## config.mk

```make
export PLATFORM = sky130hd
export DESIGN_NAME = mdsr_core
export DESIGN_NICKNAME = d
export VERILOG_FILES = /design/src/rtl/mdsr_pkg.sv /design/src/rtl/mdsr_core.sv
export SDC_FILE = /design/constraint.sdc
export NUM_CORES = 1
export LEC_CHECK = 0
export BUFFER_PORTS_ARGS = -buffer_cell sky130_fd_sc_hd__clkbuf_2
export CORE_MARGIN = 3
export CORE_UTILIZATION = 60
export CTS_CLUSTER_DIAMETER = 200
export DETAILED_ROUTE_END_ITERATION = 12
export GPL_ROUTABILITY_DRIVEN = 0
export PLACE_DENSITY = 0.92
export REMOVE_ABC_BUFFERS = 1
export SLEW_MARGIN = 10
export SYNTH_ARGS = -nofsm -noshare
export SYNTH_HDL_FRONTEND = slang
export SYNTH_SLANG_ARGS = --single-unit
```

## constraint.sdc

```tcl
create_clock -name ref_clk -period 6.2 [get_ports ref_clk]
set_clock_uncertainty 0.2 [all_clocks]
set_input_delay 0 -clock ref_clk [delete_from_list [all_inputs] [get_ports ref_clk]]
set_output_delay 0 -clock ref_clk [all_outputs]
set_load 0.02 [all_outputs]
```

## src/rtl/mdsr_pkg.sv

```systemverilog
// constants, encodings and state types for the mode, status and read path
// Operation
// RULE1: normal mode needs upper mode bits zero
// RULE2: nonzero upper mode bits are reserved
// RULE3: bank select 10 writes extended register
// RULE4: extended register holds until rewritten
// RULE5: temperature refresh bits accepted, no effect
// RULE6: partial refresh covers full to sixteenth
// RULE7: full array access; refresh only selection
// RULE8: status load uses bank 01, address zero
// RULE9: status read only with banks idle
// RULE10: wait setup interval, then read
// RULE11: only nop during completion interval
// RULE12: status read is two beats, latency kept
// RULE13: status word reports identity and density
// RULE14: refresh spacing scaled by reported multiplier
// RULE15: activate, wait, then column command
// RULE16: same bank reactivate after precharge, spacing
// RULE17: cross bank activates keep minimum spacing
// RULE18: read carries column, bank, autoprecharge
// RULE19: first beat after latency, then each edge
// RULE20: strobe preamble, postamble, then release
// RULE21: later read truncates or concatenates burst
// RULE22: burst stop ends read after latency
// RULE23: finish or stop read before write
// RULE24: precharge truncates read without autoprecharge
// RULE25: read latency two or three cycles
// RULE26: bank select 00 writes standard register
// RULE27: burst length 2, 4, 8, 16
// RULE28: commands on rising edges, data both
package mdsr_pkg;
  // pin and bus widths
  localparam int ADDR_W = 13;
  localparam int BA_W = 2;
  localparam int COL_W = 9;
  localparam int DQ_W = 16;
  localparam int LAT_MAX = 3;
  // command codes as {ras_n, cas_n, we_n} with chip select low
  localparam logic [2:0] CMD_LOAD = 3'h0;
  localparam logic [2:0] CMD_PRE = 3'h2;
  localparam logic [2:0] CMD_ACT = 3'h3;
  localparam logic [2:0] CMD_READ = 3'h5;
  localparam logic [2:0] CMD_STOP = 3'h6;
  // bank select values of a mode load
  localparam logic [1:0] BA_MODE = 2'h0;
  localparam logic [1:0] BA_STATUS = 2'h1;
  localparam logic [1:0] BA_EXT = 2'h2;
  // standard mode register fields
  localparam int MR_W = 7;
  localparam int MR_BL_LSB = 0;
  localparam int MR_BT_BIT = 3;
  localparam int MR_CL_LSB = 4;
  localparam logic [6:0] MODE_RST = 7'h31;
  localparam logic [2:0] BL_CODE_2 = 3'h1;
  localparam logic [2:0] BL_CODE_4 = 3'h2;
  localparam logic [2:0] BL_CODE_8 = 3'h3;
  localparam logic [2:0] BL_CODE_16 = 3'h4;
  localparam logic [2:0] CL_CODE_2 = 3'h2;
  // extended register fields
  localparam int EMR_PARTIAL_REFRESH_SELECT_LSB = 0;
  localparam int EMR_TEMP_COMP_REFRESH_FIELD_LSB = 3;
  localparam logic [12:0] EXT_RST = 13'h0000;
  localparam logic [2:0] PARTIAL_REFRESH_SELECT_FULL = 3'h0;
  localparam logic [2:0] PARTIAL_REFRESH_SELECT_HALF = 3'h1;
  localparam logic [2:0] PARTIAL_REFRESH_SELECT_QUARTER = 3'h2;
  localparam logic [2:0] PARTIAL_REFRESH_SELECT_EIGHTH = 3'h5;
  localparam logic [2:0] PARTIAL_REFRESH_SELECT_SIXTEENTH = 3'h6;
  // column command address bit that carries auto precharge
  localparam int AP_BIT = 10;
  // status word layout
  localparam int SW_MAKER_LSB = 0;
  localparam int SW_REV_LSB = 4;
  localparam int SW_MULT_LSB = 8;
  localparam int SW_WIDTH_BIT = 12;
  localparam int SW_DENS_LSB = 13;
  // burst slot kinds in the latency line
  localparam logic [1:0] SLOT_NONE = 2'h0;
  localparam logic [1:0] SLOT_READ = 2'h1;
  localparam logic [1:0] SLOT_STOP = 2'h2;
  localparam logic [1:0] SLOT_PREC = 2'h3;
  // register byte offsets
  localparam logic [7:0] OFS_CTRL = 8'h00;
  localparam logic [7:0] OFS_MODE = 8'h04;
  localparam logic [7:0] OFS_EXT = 8'h08;
  localparam logic [7:0] OFS_STAT = 8'h0c;
  localparam int CTRL_W = 20;
  localparam int CTRL_MULT_LSB = 16;
  // data path states, one-hot
  typedef enum logic [3:0] {
    MDSR_IDLE = 4'b0001,
    MDSR_PREAMBLE = 4'b0010,
    MDSR_BURST = 4'b0100,
    MDSR_POSTAMBLE = 4'b1000
  } mdsr_dp_e;
endpackage : mdsr_pkg

```

## src/rtl/mdsr_core.sv

```systemverilog
// command decode, mode and extended registers, status read and read bursts
//
// Added by the designer: the address map and register access over AHB-Lite.
module mdsr_core #(
  parameter logic [3:0] MAKER_ID = 4'h5, // arbitrary value
  parameter logic [3:0] REV_ID = 4'h1, // arbitrary value
  parameter logic WIDTH_TYPE = 1'b0,
  parameter logic [2:0] DENSITY = 3'h2
) (
  input wire logic ref_clk,
  input wire logic resetn,
  // memory link, asynchronous to ref_clk
  input wire logic ck,
  input wire logic cs_n,
  input wire logic ras_n,
  input wire logic cas_n,
  input wire logic we_n,
  input wire logic [mdsr_pkg::BA_W-1:0] ba,
  input wire logic [mdsr_pkg::ADDR_W-1:0] addr,
  output logic [mdsr_pkg::DQ_W-1:0] dq_o,
  output logic dq_oe,
  output logic dqs_o,
  output logic dqs_oe,
  // ahb-lite slave
  input wire logic hsel,
  input wire logic [31:0] haddr,
  input wire logic [1:0] htrans,
  input wire logic hwrite,
  input wire logic [2:0] hsize,
  input wire logic [31:0] hwdata,
  input wire logic hready,
  output logic hreadyout,
  output logic [31:0] hrdata,
  output logic hresp
);
  import mdsr_pkg::*;

  localparam int PIN_W = 4 + BA_W + ADDR_W;

  // whole state of the block
  typedef struct packed {
    logic ck_s1; // first sync stage, read only by ck_s2
    logic ck_s2;
    logic ck_s3; // previous sample for edge finding
    logic [PIN_W-1:0] pin_s1; // first sync stage of command pins
    logic [PIN_W-1:0] pin_s2;
    logic [MR_W-1:0] mode_q;
    logic [ADDR_W-1:0] ext_q;
    logic sts_armed_q; // next read returns the status word
    logic [3:0] bank_open_q;
    logic [LAT_MAX-1:0][1:0] slot_kind;
    logic [LAT_MAX-1:0][BA_W-1:0] slot_bank;
    logic [LAT_MAX-1:0][COL_W-1:0] slot_col;
    logic [LAT_MAX-1:0] slot_ap;
    logic [LAT_MAX-1:0] slot_sts;
    mdsr_dp_e dp;
    logic [4:0] beat_idx;
    logic [4:0] beat_len;
    logic [BA_W-1:0] b_bank;
    logic [COL_W-1:0] b_col;
    logic b_ap;
    logic b_sts;
    logic b_ilv;
    logic [DQ_W-1:0] dq_q;
    logic dq_oe_q;
    logic dqs_q;
    logic dqs_oe_q;
    logic [CTRL_W-1:0] ctrl_q; // data pattern and sensor multiplier
    logic a_valid; // ahb data phase pending
    logic a_wr;
    logic [7:0] a_ofs;
    logic [31:0] hrdata_q;
  } mdsr_state_s;

  mdsr_state_s st_q;
  mdsr_state_s st_d;

  ////////////////////////////////////////////////////////////////////////////////
  // helpers

  // column of beat idx within the wrapped block
  function automatic logic [COL_W-1:0] mdsr_beat_col(input logic [COL_W-1:0] col,
      input logic [4:0] idx, input logic [4:0] len, input logic ilv);
    logic [COL_W-1:0] mask;
    logic [COL_W-1:0] low;
    mask = COL_W'(len - 5'd1);
    low = ilv ? ((col ^ COL_W'(idx)) & mask) : ((col + COL_W'(idx)) & mask); // RULE27
    return (col & ~mask) | low;
  endfunction : mdsr_beat_col

  // beats per burst from the programmed length code
  function automatic logic [4:0] mdsr_len(input logic [2:0] code);
    logic [4:0] len;
    len = 5'd16;
    case (code) // RULE27
      BL_CODE_2: len = 5'd2;
      BL_CODE_4: len = 5'd4;
      BL_CODE_8: len = 5'd8;
      BL_CODE_16: len = 5'd16;
      default: len = 5'd16;
    endcase
    return len;
  endfunction : mdsr_len

  ////////////////////////////////////////////////////////////////////////////////
  // decoded views of the synchronised pins and registers

  logic ck_rise;
  logic ck_fall;
  logic [2:0] cmd;
  logic cmd_sel;
  logic [BA_W-1:0] cmd_ba;
  logic [ADDR_W-1:0] cmd_addr;
  logic [1:0] lat_slot;
  logic [DQ_W-1:0] status_word;
  logic [3:0] refresh_banks;
  logic [1:0] refresh_rows_kept;
  logic [31:0] stat_word;

  // edges are found on the second and third stage only
  assign ck_rise = st_q.ck_s2 & ~st_q.ck_s3; // RULE28
  assign ck_fall = ~st_q.ck_s2 & st_q.ck_s3;
  assign cmd_sel = ~st_q.pin_s2[PIN_W-1];
  assign cmd = st_q.pin_s2[PIN_W-2:PIN_W-4];
  assign cmd_ba = st_q.pin_s2[ADDR_W+BA_W-1:ADDR_W];
  assign cmd_addr = st_q.pin_s2[ADDR_W-1:0];
  // latency slot index, latency two or else three
  assign lat_slot = (st_q.mode_q[MR_CL_LSB+:3] == CL_CODE_2) ? 2'd1 : 2'd2; // RULE25

  // status word; multiplier comes from the sensor value held in ctrl
  assign status_word = DQ_W'({DENSITY, WIDTH_TYPE, st_q.ctrl_q[CTRL_MULT_LSB+:4],
      REV_ID, MAKER_ID}); // RULE13 RULE14

  // partial refresh decode; only reported in the status register view, not used for access
  always_comb begin
    refresh_banks = 4'hf;
    refresh_rows_kept = 2'b00;
    case (st_q.ext_q[EMR_PARTIAL_REFRESH_SELECT_LSB+:3]) // RULE6 RULE7
      PARTIAL_REFRESH_SELECT_FULL: refresh_banks = 4'hf;
      PARTIAL_REFRESH_SELECT_HALF: refresh_banks = 4'h3;
      PARTIAL_REFRESH_SELECT_QUARTER: refresh_banks = 4'h1;
      PARTIAL_REFRESH_SELECT_EIGHTH: begin
        refresh_banks = 4'h1;
        refresh_rows_kept = 2'b01;
      end
      PARTIAL_REFRESH_SELECT_SIXTEENTH: begin
        refresh_banks = 4'h1;
        refresh_rows_kept = 2'b11;
      end
      default: refresh_banks = 4'hf;
    endcase
  end

  // status register view of internal state
  assign stat_word = {20'h00000, refresh_rows_kept, refresh_banks,
      st_q.dp == MDSR_BURST, st_q.sts_armed_q, st_q.bank_open_q};

  ////////////////////////////////////////////////////////////////////////////////
  // next state

  always_comb begin
    logic [1:0] pop_kind;
    logic [4:0] nidx;
    st_d = st_q;
    pop_kind = SLOT_NONE;
    nidx = 5'd0;

    // two-flop synchronisers for the link clock and pins
    st_d.ck_s1 = ck;
    st_d.ck_s2 = st_q.ck_s1;
    st_d.ck_s3 = st_q.ck_s2;
    st_d.pin_s1 = {cs_n, ras_n, cas_n, we_n, ba, addr};
    st_d.pin_s2 = st_q.pin_s1;

    // postamble lasts one half cycle, then pins float
    if ((ck_rise | ck_fall) && st_q.dp == MDSR_POSTAMBLE) begin
      st_d.dp = MDSR_IDLE; // RULE20
      st_d.dqs_oe_q = 1'b0;
      st_d.dq_oe_q = 1'b0;
    end

    // running burst advances one beat on every link edge
    if ((ck_rise | ck_fall) && st_q.dp == MDSR_BURST) begin
      nidx = st_q.beat_idx + 5'd1;
      if (nidx == st_q.beat_len) begin
        st_d.dp = MDSR_POSTAMBLE; // RULE20
        st_d.dq_oe_q = 1'b0;
        st_d.dqs_q = 1'b0;
        if (st_q.b_ap) begin
          st_d.bank_open_q[st_q.b_bank] = 1'b0; // RULE18
        end
      end else begin
        st_d.beat_idx = nidx; // RULE19
        st_d.dqs_q = ~nidx[0];
        st_d.dq_q = st_q.b_sts ? DQ_W'(0) : (st_q.ctrl_q[DQ_W-1:0] ^
            DQ_W'({st_q.b_bank, 5'h00,
            mdsr_beat_col(st_q.b_col, nidx, st_q.beat_len, st_q.b_ilv)}));
      end
    end

    // rising edge: latency line moves, commands are decoded
    if (ck_rise) begin
      pop_kind = st_q.slot_kind[0];
      for (int i = 0; i < LAT_MAX - 1; i++) begin
        st_d.slot_kind[i] = st_q.slot_kind[i+1];
        st_d.slot_bank[i] = st_q.slot_bank[i+1];
        st_d.slot_col[i] = st_q.slot_col[i+1];
        st_d.slot_ap[i] = st_q.slot_ap[i+1];
        st_d.slot_sts[i] = st_q.slot_sts[i+1];
      end
      st_d.slot_kind[LAT_MAX-1] = SLOT_NONE;

      // a read leaving the line starts a burst, overriding any older one
      if (pop_kind == SLOT_READ) begin
        st_d.dp = MDSR_BURST; // RULE19 RULE21
        st_d.b_bank = st_q.slot_bank[0];
        st_d.b_col = st_q.slot_col[0];
        st_d.b_ap = st_q.slot_ap[0];
        st_d.b_sts = st_q.slot_sts[0];
        st_d.b_ilv = st_q.mode_q[MR_BT_BIT];
        st_d.beat_idx = 5'd0;
        // status reads are fixed at two beats
        st_d.beat_len = st_q.slot_sts[0] ? 5'd2 : mdsr_len(st_q.mode_q[MR_BL_LSB+:3]); // RULE12
        st_d.dq_oe_q = 1'b1;
        st_d.dqs_oe_q = 1'b1;
        st_d.dqs_q = 1'b1;
        st_d.dq_q = st_q.slot_sts[0] ? status_word : (st_q.ctrl_q[DQ_W-1:0] ^
            DQ_W'({st_q.slot_bank[0], 5'h00, st_q.slot_col[0]})); // RULE12 RULE13
      end else if (st_q.dp == MDSR_BURST && st_d.dp == MDSR_BURST &&
          (pop_kind == SLOT_STOP ||
          (pop_kind == SLOT_PREC && st_q.slot_bank[0] == st_q.b_bank))) begin
        // stop and precharge cut the burst one read latency after issue
        st_d.dp = MDSR_POSTAMBLE; // RULE22 RULE24
        st_d.dq_oe_q = 1'b0;
        st_d.dqs_q = 1'b0;
      end

      if (cmd_sel) begin
        case (cmd)
          CMD_LOAD: begin
            case (cmd_ba)
              BA_MODE: begin
                // reserved upper patterns are ignored rather than guessed at
                if (cmd_addr[ADDR_W-1:MR_W] == '0) begin
                  st_d.mode_q = cmd_addr[MR_W-1:0]; // RULE26 RULE1 RULE2
                end
              end
              BA_EXT: begin
                // temperature bits are stored but steer nothing
                st_d.ext_q = cmd_addr; // RULE3 RULE4 RULE5
              end
              BA_STATUS: begin
                st_d.sts_armed_q = (cmd_addr == '0); // RULE8
              end
              default: begin
                st_d.sts_armed_q = st_q.sts_armed_q;
              end
            endcase
          end
          CMD_ACT: begin
            st_d.bank_open_q[cmd_ba] = 1'b1; // RULE15
          end
          CMD_READ: begin
            st_d.slot_kind[lat_slot] = SLOT_READ; // RULE18 RULE21
            st_d.slot_bank[lat_slot] = cmd_ba;
            st_d.slot_col[lat_slot] = cmd_addr[COL_W-1:0];
            st_d.slot_ap[lat_slot] = cmd_addr[AP_BIT];
            st_d.slot_sts[lat_slot] = st_q.sts_armed_q; // RULE10
            st_d.sts_armed_q = 1'b0;
          end
          CMD_STOP: begin
            st_d.slot_kind[lat_slot] = SLOT_STOP; // RULE22
          end
          CMD_PRE: begin
            st_d.slot_kind[lat_slot] = SLOT_PREC; // RULE24
            st_d.slot_bank[lat_slot] = cmd_ba;
            if (cmd_addr[AP_BIT]) begin
              st_d.bank_open_q = 4'h0;
            end else begin
              st_d.bank_open_q[cmd_ba] = 1'b0;
            end
          end
          default: begin
            st_d.sts_armed_q = st_q.sts_armed_q;
          end
        endcase
      end

      // strobe preamble one cycle ahead of a fresh burst
      if ((st_d.dp == MDSR_IDLE || st_d.dp == MDSR_POSTAMBLE) &&
          st_d.slot_kind[0] == SLOT_READ) begin
        st_d.dp = MDSR_PREAMBLE; // RULE20
        st_d.dqs_oe_q = 1'b1;
        st_d.dqs_q = 1'b0;
        st_d.dq_oe_q = 1'b0;
      end
    end

    // ahb data phase: write to the control word
    st_d.a_valid = 1'b0;
    st_d.hrdata_q = 32'h00000000;
    if (st_q.a_valid && st_q.a_wr && st_q.a_ofs == OFS_CTRL) begin
      st_d.ctrl_q = hwdata[CTRL_W-1:0];
    end

    // ahb address phase; read data is captured now, zero wait states
    if (hsel && hready && htrans[1]) begin
      st_d.a_valid = 1'b1;
      st_d.a_wr = hwrite;
      st_d.a_ofs = haddr[7:0];
      if (!hwrite) begin
        case (haddr[7:0])
          OFS_CTRL: st_d.hrdata_q = {12'h000, st_d.ctrl_q};
          OFS_MODE: st_d.hrdata_q = {25'h0000000, st_q.mode_q};
          OFS_EXT: st_d.hrdata_q = {19'h00000, st_q.ext_q};
          OFS_STAT: st_d.hrdata_q = stat_word;
          default: st_d.hrdata_q = 32'h00000000;
        endcase
      end
    end
  end

  ////////////////////////////////////////////////////////////////////////////////
  // state register

  always_ff @(posedge ref_clk or negedge resetn) begin
    if (!resetn) begin
      st_q <= '0;
      st_q.pin_s1 <= '1;
      st_q.pin_s2 <= '1;
      st_q.mode_q <= MODE_RST;
      st_q.ext_q <= EXT_RST;
      st_q.dp <= MDSR_IDLE;
    end else begin
      st_q <= st_d;
    end
  end

  ////////////////////////////////////////////////////////////////////////////////
  // outputs

  assign dq_o = st_q.dq_q;
  assign dq_oe = st_q.dq_oe_q;
  assign dqs_o = st_q.dqs_q;
  assign dqs_oe = st_q.dqs_oe_q;
  // hsize is not checked: only whole-word singles are expected
  assign hreadyout = 1'b1;
  assign hrdata = st_q.hrdata_q;
  assign hresp = 1'b0;

endmodule : mdsr_core

```

# [Word level (Yosys, flattened, before mapping)]
# Cells that the tools add are included.
# W data, S select, Z words.
[totals] reg_bits=220 latchBits=0 mem_bits_rw=0 mem_bits_ro=0 out_inout_bits=53 word_cells=202 mem_count=0
[op_classes] n_addsub=3 n_mul=0 div=0 magnitude_cmp=6 n_eq_ne=37 n_shift=0 mux=62 bitwise=26 reduce_logical=29
[op_table] op="$mux W70" count=2
[op_table] op="$mux W96" count=1
[op_table] op="$pmux W20 S4" count=1
[op_table] op="$mux W20" count=3
[op_table] op="$mux W16" count=3
[op_table] op="$mux W42" count=1
[op_table] op="$mux W4" count=10
[op_table] op="$mux W40" count=1
[op_table] op="$mux W33" count=1
[op_table] op="$xor A16 B16 Y16" count=2
[op_table] op="$and A9 B9 Y9" count=3
[op_table] op="$bwmux W27" count=1
[op_table] op="$mux W9" count=3
[op_table] op="$demux W9 S2" count=1
[op_table] op="$eq A3 B2 Y1 const B" count=6
[op_table] op="$mux W18" count=1
[op_table] op="$pmux W6 S3" count=1
[op_table] op="$eq A8 B4 Y1 const B" count=2
[op_table] op="$logic_not A8 Y1" count=2
[op_table] op="$pmux W4 S2" count=2
[op_table] op="$pmux W5 S3" count=1
[op_table] op="$mux W7" count=2
[op_table] op="$logic_and A1 B1 Y1" count=13
[op_table] op="$logic_not A13 Y1" count=1
[op_table] op="54 further kinds" count=99

# [Longest topological paths before layout]
# Gate-level depths: netlist (run 1).
[logic_depth] ltp_word=18 ltp_mapped=10 depth_no_buf=10

# [Worst setup path after synthesis (run 1)]
# OpenSTA, ideal clock, no wires.
[synth_timing] kind="reg2reg" startpoint="register st_q[37] (netlist name)" endpoint="register st_q (netlist bit hrdata[2])" arrival_ns=2.143 slack_ns=3.724 stages_incl_launch_ff=8 path_cell_list="dfrtp_1 or4_4 nor3_2 nand4_2 buf_6 mux2_4 mux4_2 nor2b_4"
[synth_lines] item="start, declared" line="mdsr_core.sv:75" text="mdsr_state_s st_q;"
[synth_lines] item="start signal, assigned" line="mdsr_core.sv:335" text="st_q <= st_d;"

==> metrics.yaml, run 1 <==
status: "complete, no violations"
fin_setup_tns_ns: 0
grt_usage: 0.2724
reg2reg_depth: 7
met3_length_um: 1786
start_kind: "flop"
htree_levels: 1
drc_errors: 0
fmax_mhz: 252.3
r2r-start: "st_q[37]"
io_buffers: 92
seq_area_frac_synth: 0.5535
worstPathRequired_ns: 6.45
synth_edf_count: 0
wl_um: 23900
synth_warnings: 0
p_per_area_nw_per_um2: 356.0
max-slew-margin-rel: 0.2979
netlist_area_um2: 9454
cpMaxStageDelayCell: "a2111oi_0"
peakVddDrop_uv: 201.5
drt_pass1_iterations: 5
syn_to_final_growth_pct: 17.87
ios: 147
avgViaCountPerCell: 6.020
cts_setup_buffers: 0
clk_pin_slew_ns: 0.07
async_reset_ff_frac: 1.000
p_leak_nw: 5.046
finalCriticalPeriod_ns: 3.964
root_buffer: "clkbuf_16"
drv_slew: 0
crit_fanout: 20
post_drt_wl_per_cell_um: 20.04
critical_path_class: "flop to flop"
postSynthCellCount: 846
num_rows: 45
chipHeight_um: 131.5
cp_slowest_stage_delay_ns: 0.73
drt_iter0_markers: 939
clk_latency_ns: 0.51
timing.final.hold_violations: 0
grt-ovfl-total: 0
dieArea_um2: 17300
synth_ff_type: "dfrtp_1"
maxUsedRoutingLayer: "met4"
grt_pass1_wl_um: 38140
avgSynthCellArea_um2: 11.18
hold_path_class: "input port to async pin"
die_w_um: 131.5
cts_buffer_depth: 3
r2r-end: "hrdata[5]"
antenna_found_initial: 3
vias: 7182
final-setup-viol-count: 0
layout-drive-gt1-share: 0.2462
initial_core_util: 0.6173
r2r_slack_ns: 2.24
tritoncts: "built"
core-area_um2: 15310
dpl.hpwl_um: 13730
min_period_over_period: 0.6394
ant_nets: 0
worstPathCellList: "or4_4 > nor3_2 > nand4_2 > mux2_2 > nand2_1 > a2111oi_0 > dlygate4sd3_1"
nets: 1068
maxCapViolations: 0
tightest_slew_ns: 1.053
grt_max_degree: 136
crit_path_end_kind: "flop"
cts_sinks: 207
first_global_vias: 7268
ys_ff_latch: 207
whs_ns: 0.03556
total_power_mw: 3.967
rsz0062_at_grt: "no"
cts_buffers: 21
arrival_ns: 4.21
wl_met1_um: 8706
yosysUniqueCellTypes: 63
met2_wirelength_um: 12140
## per-stage QoR
stage                     cell area [um2]  std cells    util  setup slack, ns
after CTS                           11140       1190  0.7271            2.651
after floorplan                      8971        770       -            2.645
final                               11140       1193  0.7276            2.236
after global routing                11140       1193  0.7276            2.221
after global placement               9737       1077  0.6358            3.058
after detailed placement             9737       1077  0.6358            3.012
## power breakdown
| part | leakage, nW | internal [mW] | switching (mW) |
|---|---|---|---|
| registers | 2.55 | 1.58 | 0.237 |
| logic | 2.17 | 0.423 | 0.521 |
| clock network | 0.320 | 0.689 | 0.517 |
## metal layers
layer,GRT usage,up-vias
li1,-,3110
met4,0.1389,0
met2,0.4705,443
met5,0,-
met3,0.05092,108
met1,0.3267,3521
## worst max path at each step
stage              start         to  slack, ns  depth (start not counted)
4_1_cts         st_q[37]  hrdata[5]       2.65                          7
6_report        st_q[37]  hrdata[5]       2.24                          7
3_3_place_gp    st_q[37]  hrdata[1]       3.06                          6
5_1_grt         st_q[37]  hrdata[5]       2.22                          7
3_5_place_dp    st_q[37]  hrdata[1]       3.01                          6
2_1_floorplan  st_q[217]    dq_o[4]       2.65                          5
## cells in the final DEF, fill, tap and decap left out, types with 4 or more instances in the layout
cell type      instances
nor3_1                16
nor3b_1               10
dfrtp_1              165
xnor2_1               23
mux4_2                 4
nand3_1               15
conb_1                14
xor2_1                14
ha_1                   8
and3_1                 4
nand2b_1              17
nand2_1               96
dfstp_2               42
a31oi_1                5
o22ai_1                5
a21oi_1               50
clkbuf_8               6
mux2_2                55
clkbuf_2              91
dlygate4sd3_1         75
nand4_1                5
nand3b_1               5
a211oi_1               7
buf_4                  4
clkbuf_16             21
nor2_1                45
nor4_1                 4
nor2b_1               13
o21ai_0               50
or3_1                  9
mux2i_1               21
clkbuf_1               8
inv_1                 16
## synthesized netlist by cell type (all sizes together) (4+ instances only)
master,number,area (um2)
inv,16,60.06
nor3,18,100.1
mux2,58,664.4
a31oi,5,31.28
nor2b,16,122.6
buf,55,402.9
ha,9,112.6
nand3b,5,37.54
or3,9,56.30
and3,4,25.02
nor3b,10,75.07
nor4,4,25.02
mux4,4,90.09
nor2,45,168.9
a211oi,7,52.55
nand4,6,43.79
o22ai,5,31.28
dfstp,42,1104
clkbuf,33,125.1
xor2,14,122.6
nand3,15,75.07
o21ai,50,250.2
a21oi,50,250.2
nand2b,17,106.4
mux2i,21,210.2
xnor2,23,201.4
dfrtp,165,4129
nand2,96,360.4
## cell type report
class / count / area [um2]
fillers: 958 / 4172
well taps: 211 / 264.0
multi-input cells: 547 / 3681
repair buffers: 171 / 1250
diodes: 3 / 7.507
inverters: 16 / 60.06
clock inverters: 4 / 23.77
flip-flops and latches: 207 / 5233
clock buffers: 34 / 624.3
## sequential cells by signal, summed over array words and instances, names as in the netlist
name	cells
st_d	21
dqs_o	1
dq_o	16
cmd	3
dq_oe	1
st_q	129
dqs_oe	1
cmd_ba	2
cmd_addr	13
hrdata	20
## critical path, delay by kind of cell, from the launching register on
kind | cells | cell delay (ns)
buffers and inverters | 1 | 0.65
DFF | 1 | 0.40
muxes | 1 | 0.46
AOI/OAI and AO/OA | 1 | 0.73
and+or+nand+nor | 4 | 1.47
## cell families (layout without fill, tap and decap cells)
logic type / Yosys count / after routing / share of synthesized area
simple gates: 254 / 254 / 0.1345
other cells: 2 / 17 / 0.0007944
fa+ha+maj: 10 / 10 / 0.01403
mux: 83 / 83 / 0.1020
compound gates: 146 / 146 / 0.09132
flops: 207 / 207 / 0.5535
buf+inv: 104 / 225 / 0.06220
xor+xnor: 40 / 40 / 0.04169
## what timing repair did
| action | in CTS | in global routing |
|---|---|---|
| hold buffers | 75 | 0 |
| setup endpoints to repair | 0 | 0 |
| resized for setup | 0 | 0 |
| hold endpoints to repair | 196 | 0 |
(Power assumes the default switching activity.)
==> inputs of run 2 (changes only) <==
CORE_UTILIZATION = 51   (was 60)
PLACE_DENSITY = 0.84   (was 0.92)
clock period = 3.5 ns   (was 6.2 ns; I/O delays follow)
==> metrics.yaml, run 2 (synthesis results as in run 1) <==
die_w_um: 142.2  # +8.1%
cts_sinks: 207  # unchanged
dpl.hpwl_um: 13880  # +1.1%
first_global_vias: 7136  # -1.8%
critical_path_class: "flop to flop"
pre_cts_ws_ns: 0.7018  # -2.310 ns
dp.cells: 1100  # +2.1%
initial_core_util: 0.5227  # -0.09459
utilization: 0.6283  # -0.09932
ant_nets: 0  # unchanged
post_drt_wl_per_cell_um: 18.90  # -5.7%
io_buffers: 92  # unchanged
root_buffer: "clkbuf_16"
avgViaCountPerCell: 5.671  # -5.8%
fmax_mhz: 292.3  # +16%
fill_cells: 1306  # +36%
clk_latency_ns: 0.50  # about the same
cts_buffers: 22  # +4.8%
syn_to_final_growth_pct: 20.20
rsz0062_at_grt: "no"
max_flop_register: "st_q"
min_period_over_period: 0.9776  # +0.3382
dieArea_um2: 20210  # +17%
num_rows: 49  # +8.9%
grt_pass1_wl_um: 36920  # -3.2%
dpl-instance-area_um2: 9809  # +0.75%
cts_buffer_depth: 3  # unchanged
tightest_slew_ns: 0.8575  # -0.1957 ns
max-slew-margin-rel: 0.4283  # +0.1305
chipHeight_um: 142.2  # +8.1%
total_power_mw: 7.273  # +83%
crit_fanout: 14  # -30%
final_cell_mix: "dfrtp_1, nand2_1, clkbuf_2"
worstPathRequired_ns: 3.74  # -2.71 ns
start_kind: "flop"
clk_pin_slew_ns: 0.07  # about the same
largest_reg_flops: 129  # unchanged
wl_um: 23000  # -3.8%
core-area_um2: 18090  # +18%
final-setup-viol-count: 0  # unchanged
nets: 1075  # +0.66%
grt_usage: 0.2288  # -0.04362
arrival_ns: 3.66  # -0.55 ns
antenna_found_initial: 0  # -3
htree_levels: 1  # unchanged
fin_ws_ns: 0.07857  # -2.157 ns
tritoncts: "built"
fin_setup_tns_ns: 0  # unchanged
drc_errors: 0  # unchanged
maxCapViolations: 0  # unchanged
p_leak_nw: 5.143  # +1.9%
grt_max_degree: 84  # -38%
status: "complete, no violations"
stdcell_count: 1217  # +2.0%
hold_path_class: "input port to flop"
vias: 6902  # -3.9%
layout-drive-gt1-share: 0.2553  # +0.009150
drv_slew: 0  # unchanged
drt_iter0_markers: 593  # -37%
crit_path_end_kind: "flop"
peakVddDrop_uv: 363.8  # +81%
whs_ns: 0.02600  # -0.009562 ns
drt_pass1_iterations: 5  # unchanged
final_common_cell: "dfrtp_1"
timing.final.hold_violations: 0  # unchanged
design_area_um2: 11360  # +2.0%
p_per_area_nw_per_um2: 640.1  # +80%
ios: 147  # unchanged
finalCriticalPeriod_ns: 3.421  # -0.5426 ns
grt-ovfl-total: 0  # unchanged
==> run 2: cell types whose count changed in the layout (fill, tap and decap cells not counted), moves of 2 or more <==
cell,delta
buf_4,+4
clkbuf_16,+2
diode_2,-2
clkinv_2,+2
bufinv_16,+3
clkbuf_1,-4
==> run 2: critical path, stage by stage (launching register included) <==
cell           delay [ns]
dfrtp_1              0.38
or4_4                0.54
nor3_2               0.25
nand4_4              0.29
buf_4                0.30
mux2_2               0.30
nand2_1              0.06
a2111oi_0            0.42
dlygate4sd3_1        0.61
==> run 2: cell type report <==
class                   count  area [um2]  area share
flip-flops and latches    207        5233      0.4605
multi-input cells         547        3690      0.3247
repair buffers            177        1328      0.1168
clock buffers              31       645.6     0.05682
well taps                 229       286.5     0.02521
clock inverters             9       118.9     0.01046
inverters                  16       60.06    0.005285
diodes                      1       2.502   0.0002202
==> run 2: worst paths after layout <==
check / startpoint / endpoint / slack, ns / cells past startpoint
max: st_q[37] / hrdata[5] / 0.08 / 8
min: hsel / st_q[34] / 0.03 / 4
max reg2reg: st_q[37] / hrdata[5] / 0.08 / 8
min reg2reg: st_d[218] / st_d[217] / 0.15 / 0
max in group asynchronous: resetn / cmd[2] / 2.22 / 4
min in group asynchronous: resetn / st_q[172] / 0.44 / 3
==> run 2: layer usage <==
layer	up-vias	track usage	part of all wire
met5	-	0	0
met1	3405	0.2749	0.38
li1	3123	-	-
met4	0	0.1268	0.056
met2	293	0.3935	0.51
met3	81	0.03663	0.055
==> run 2: timing repair <==
| action | in CTS | in global routing |
|---|---|---|
| endpoints found under the setup margin | 0 | 1 |
| setup buffers | 0 | 0 |
| endpoints found under the hold margin | 236 | 0 |
| hold buffers | 76 | 0 |
| gates resized for setup | 0 | 1 |
==> run 2: report_power, final <==
| part | internal [mW] | switching (mW) | total, mW |
|---|---|---|---|
| clock | 1.50 | 0.921 | 2.43 |
| combinational | 0.756 | 0.882 | 1.64 |
| sequential | 2.80 | 0.411 | 3.21 |
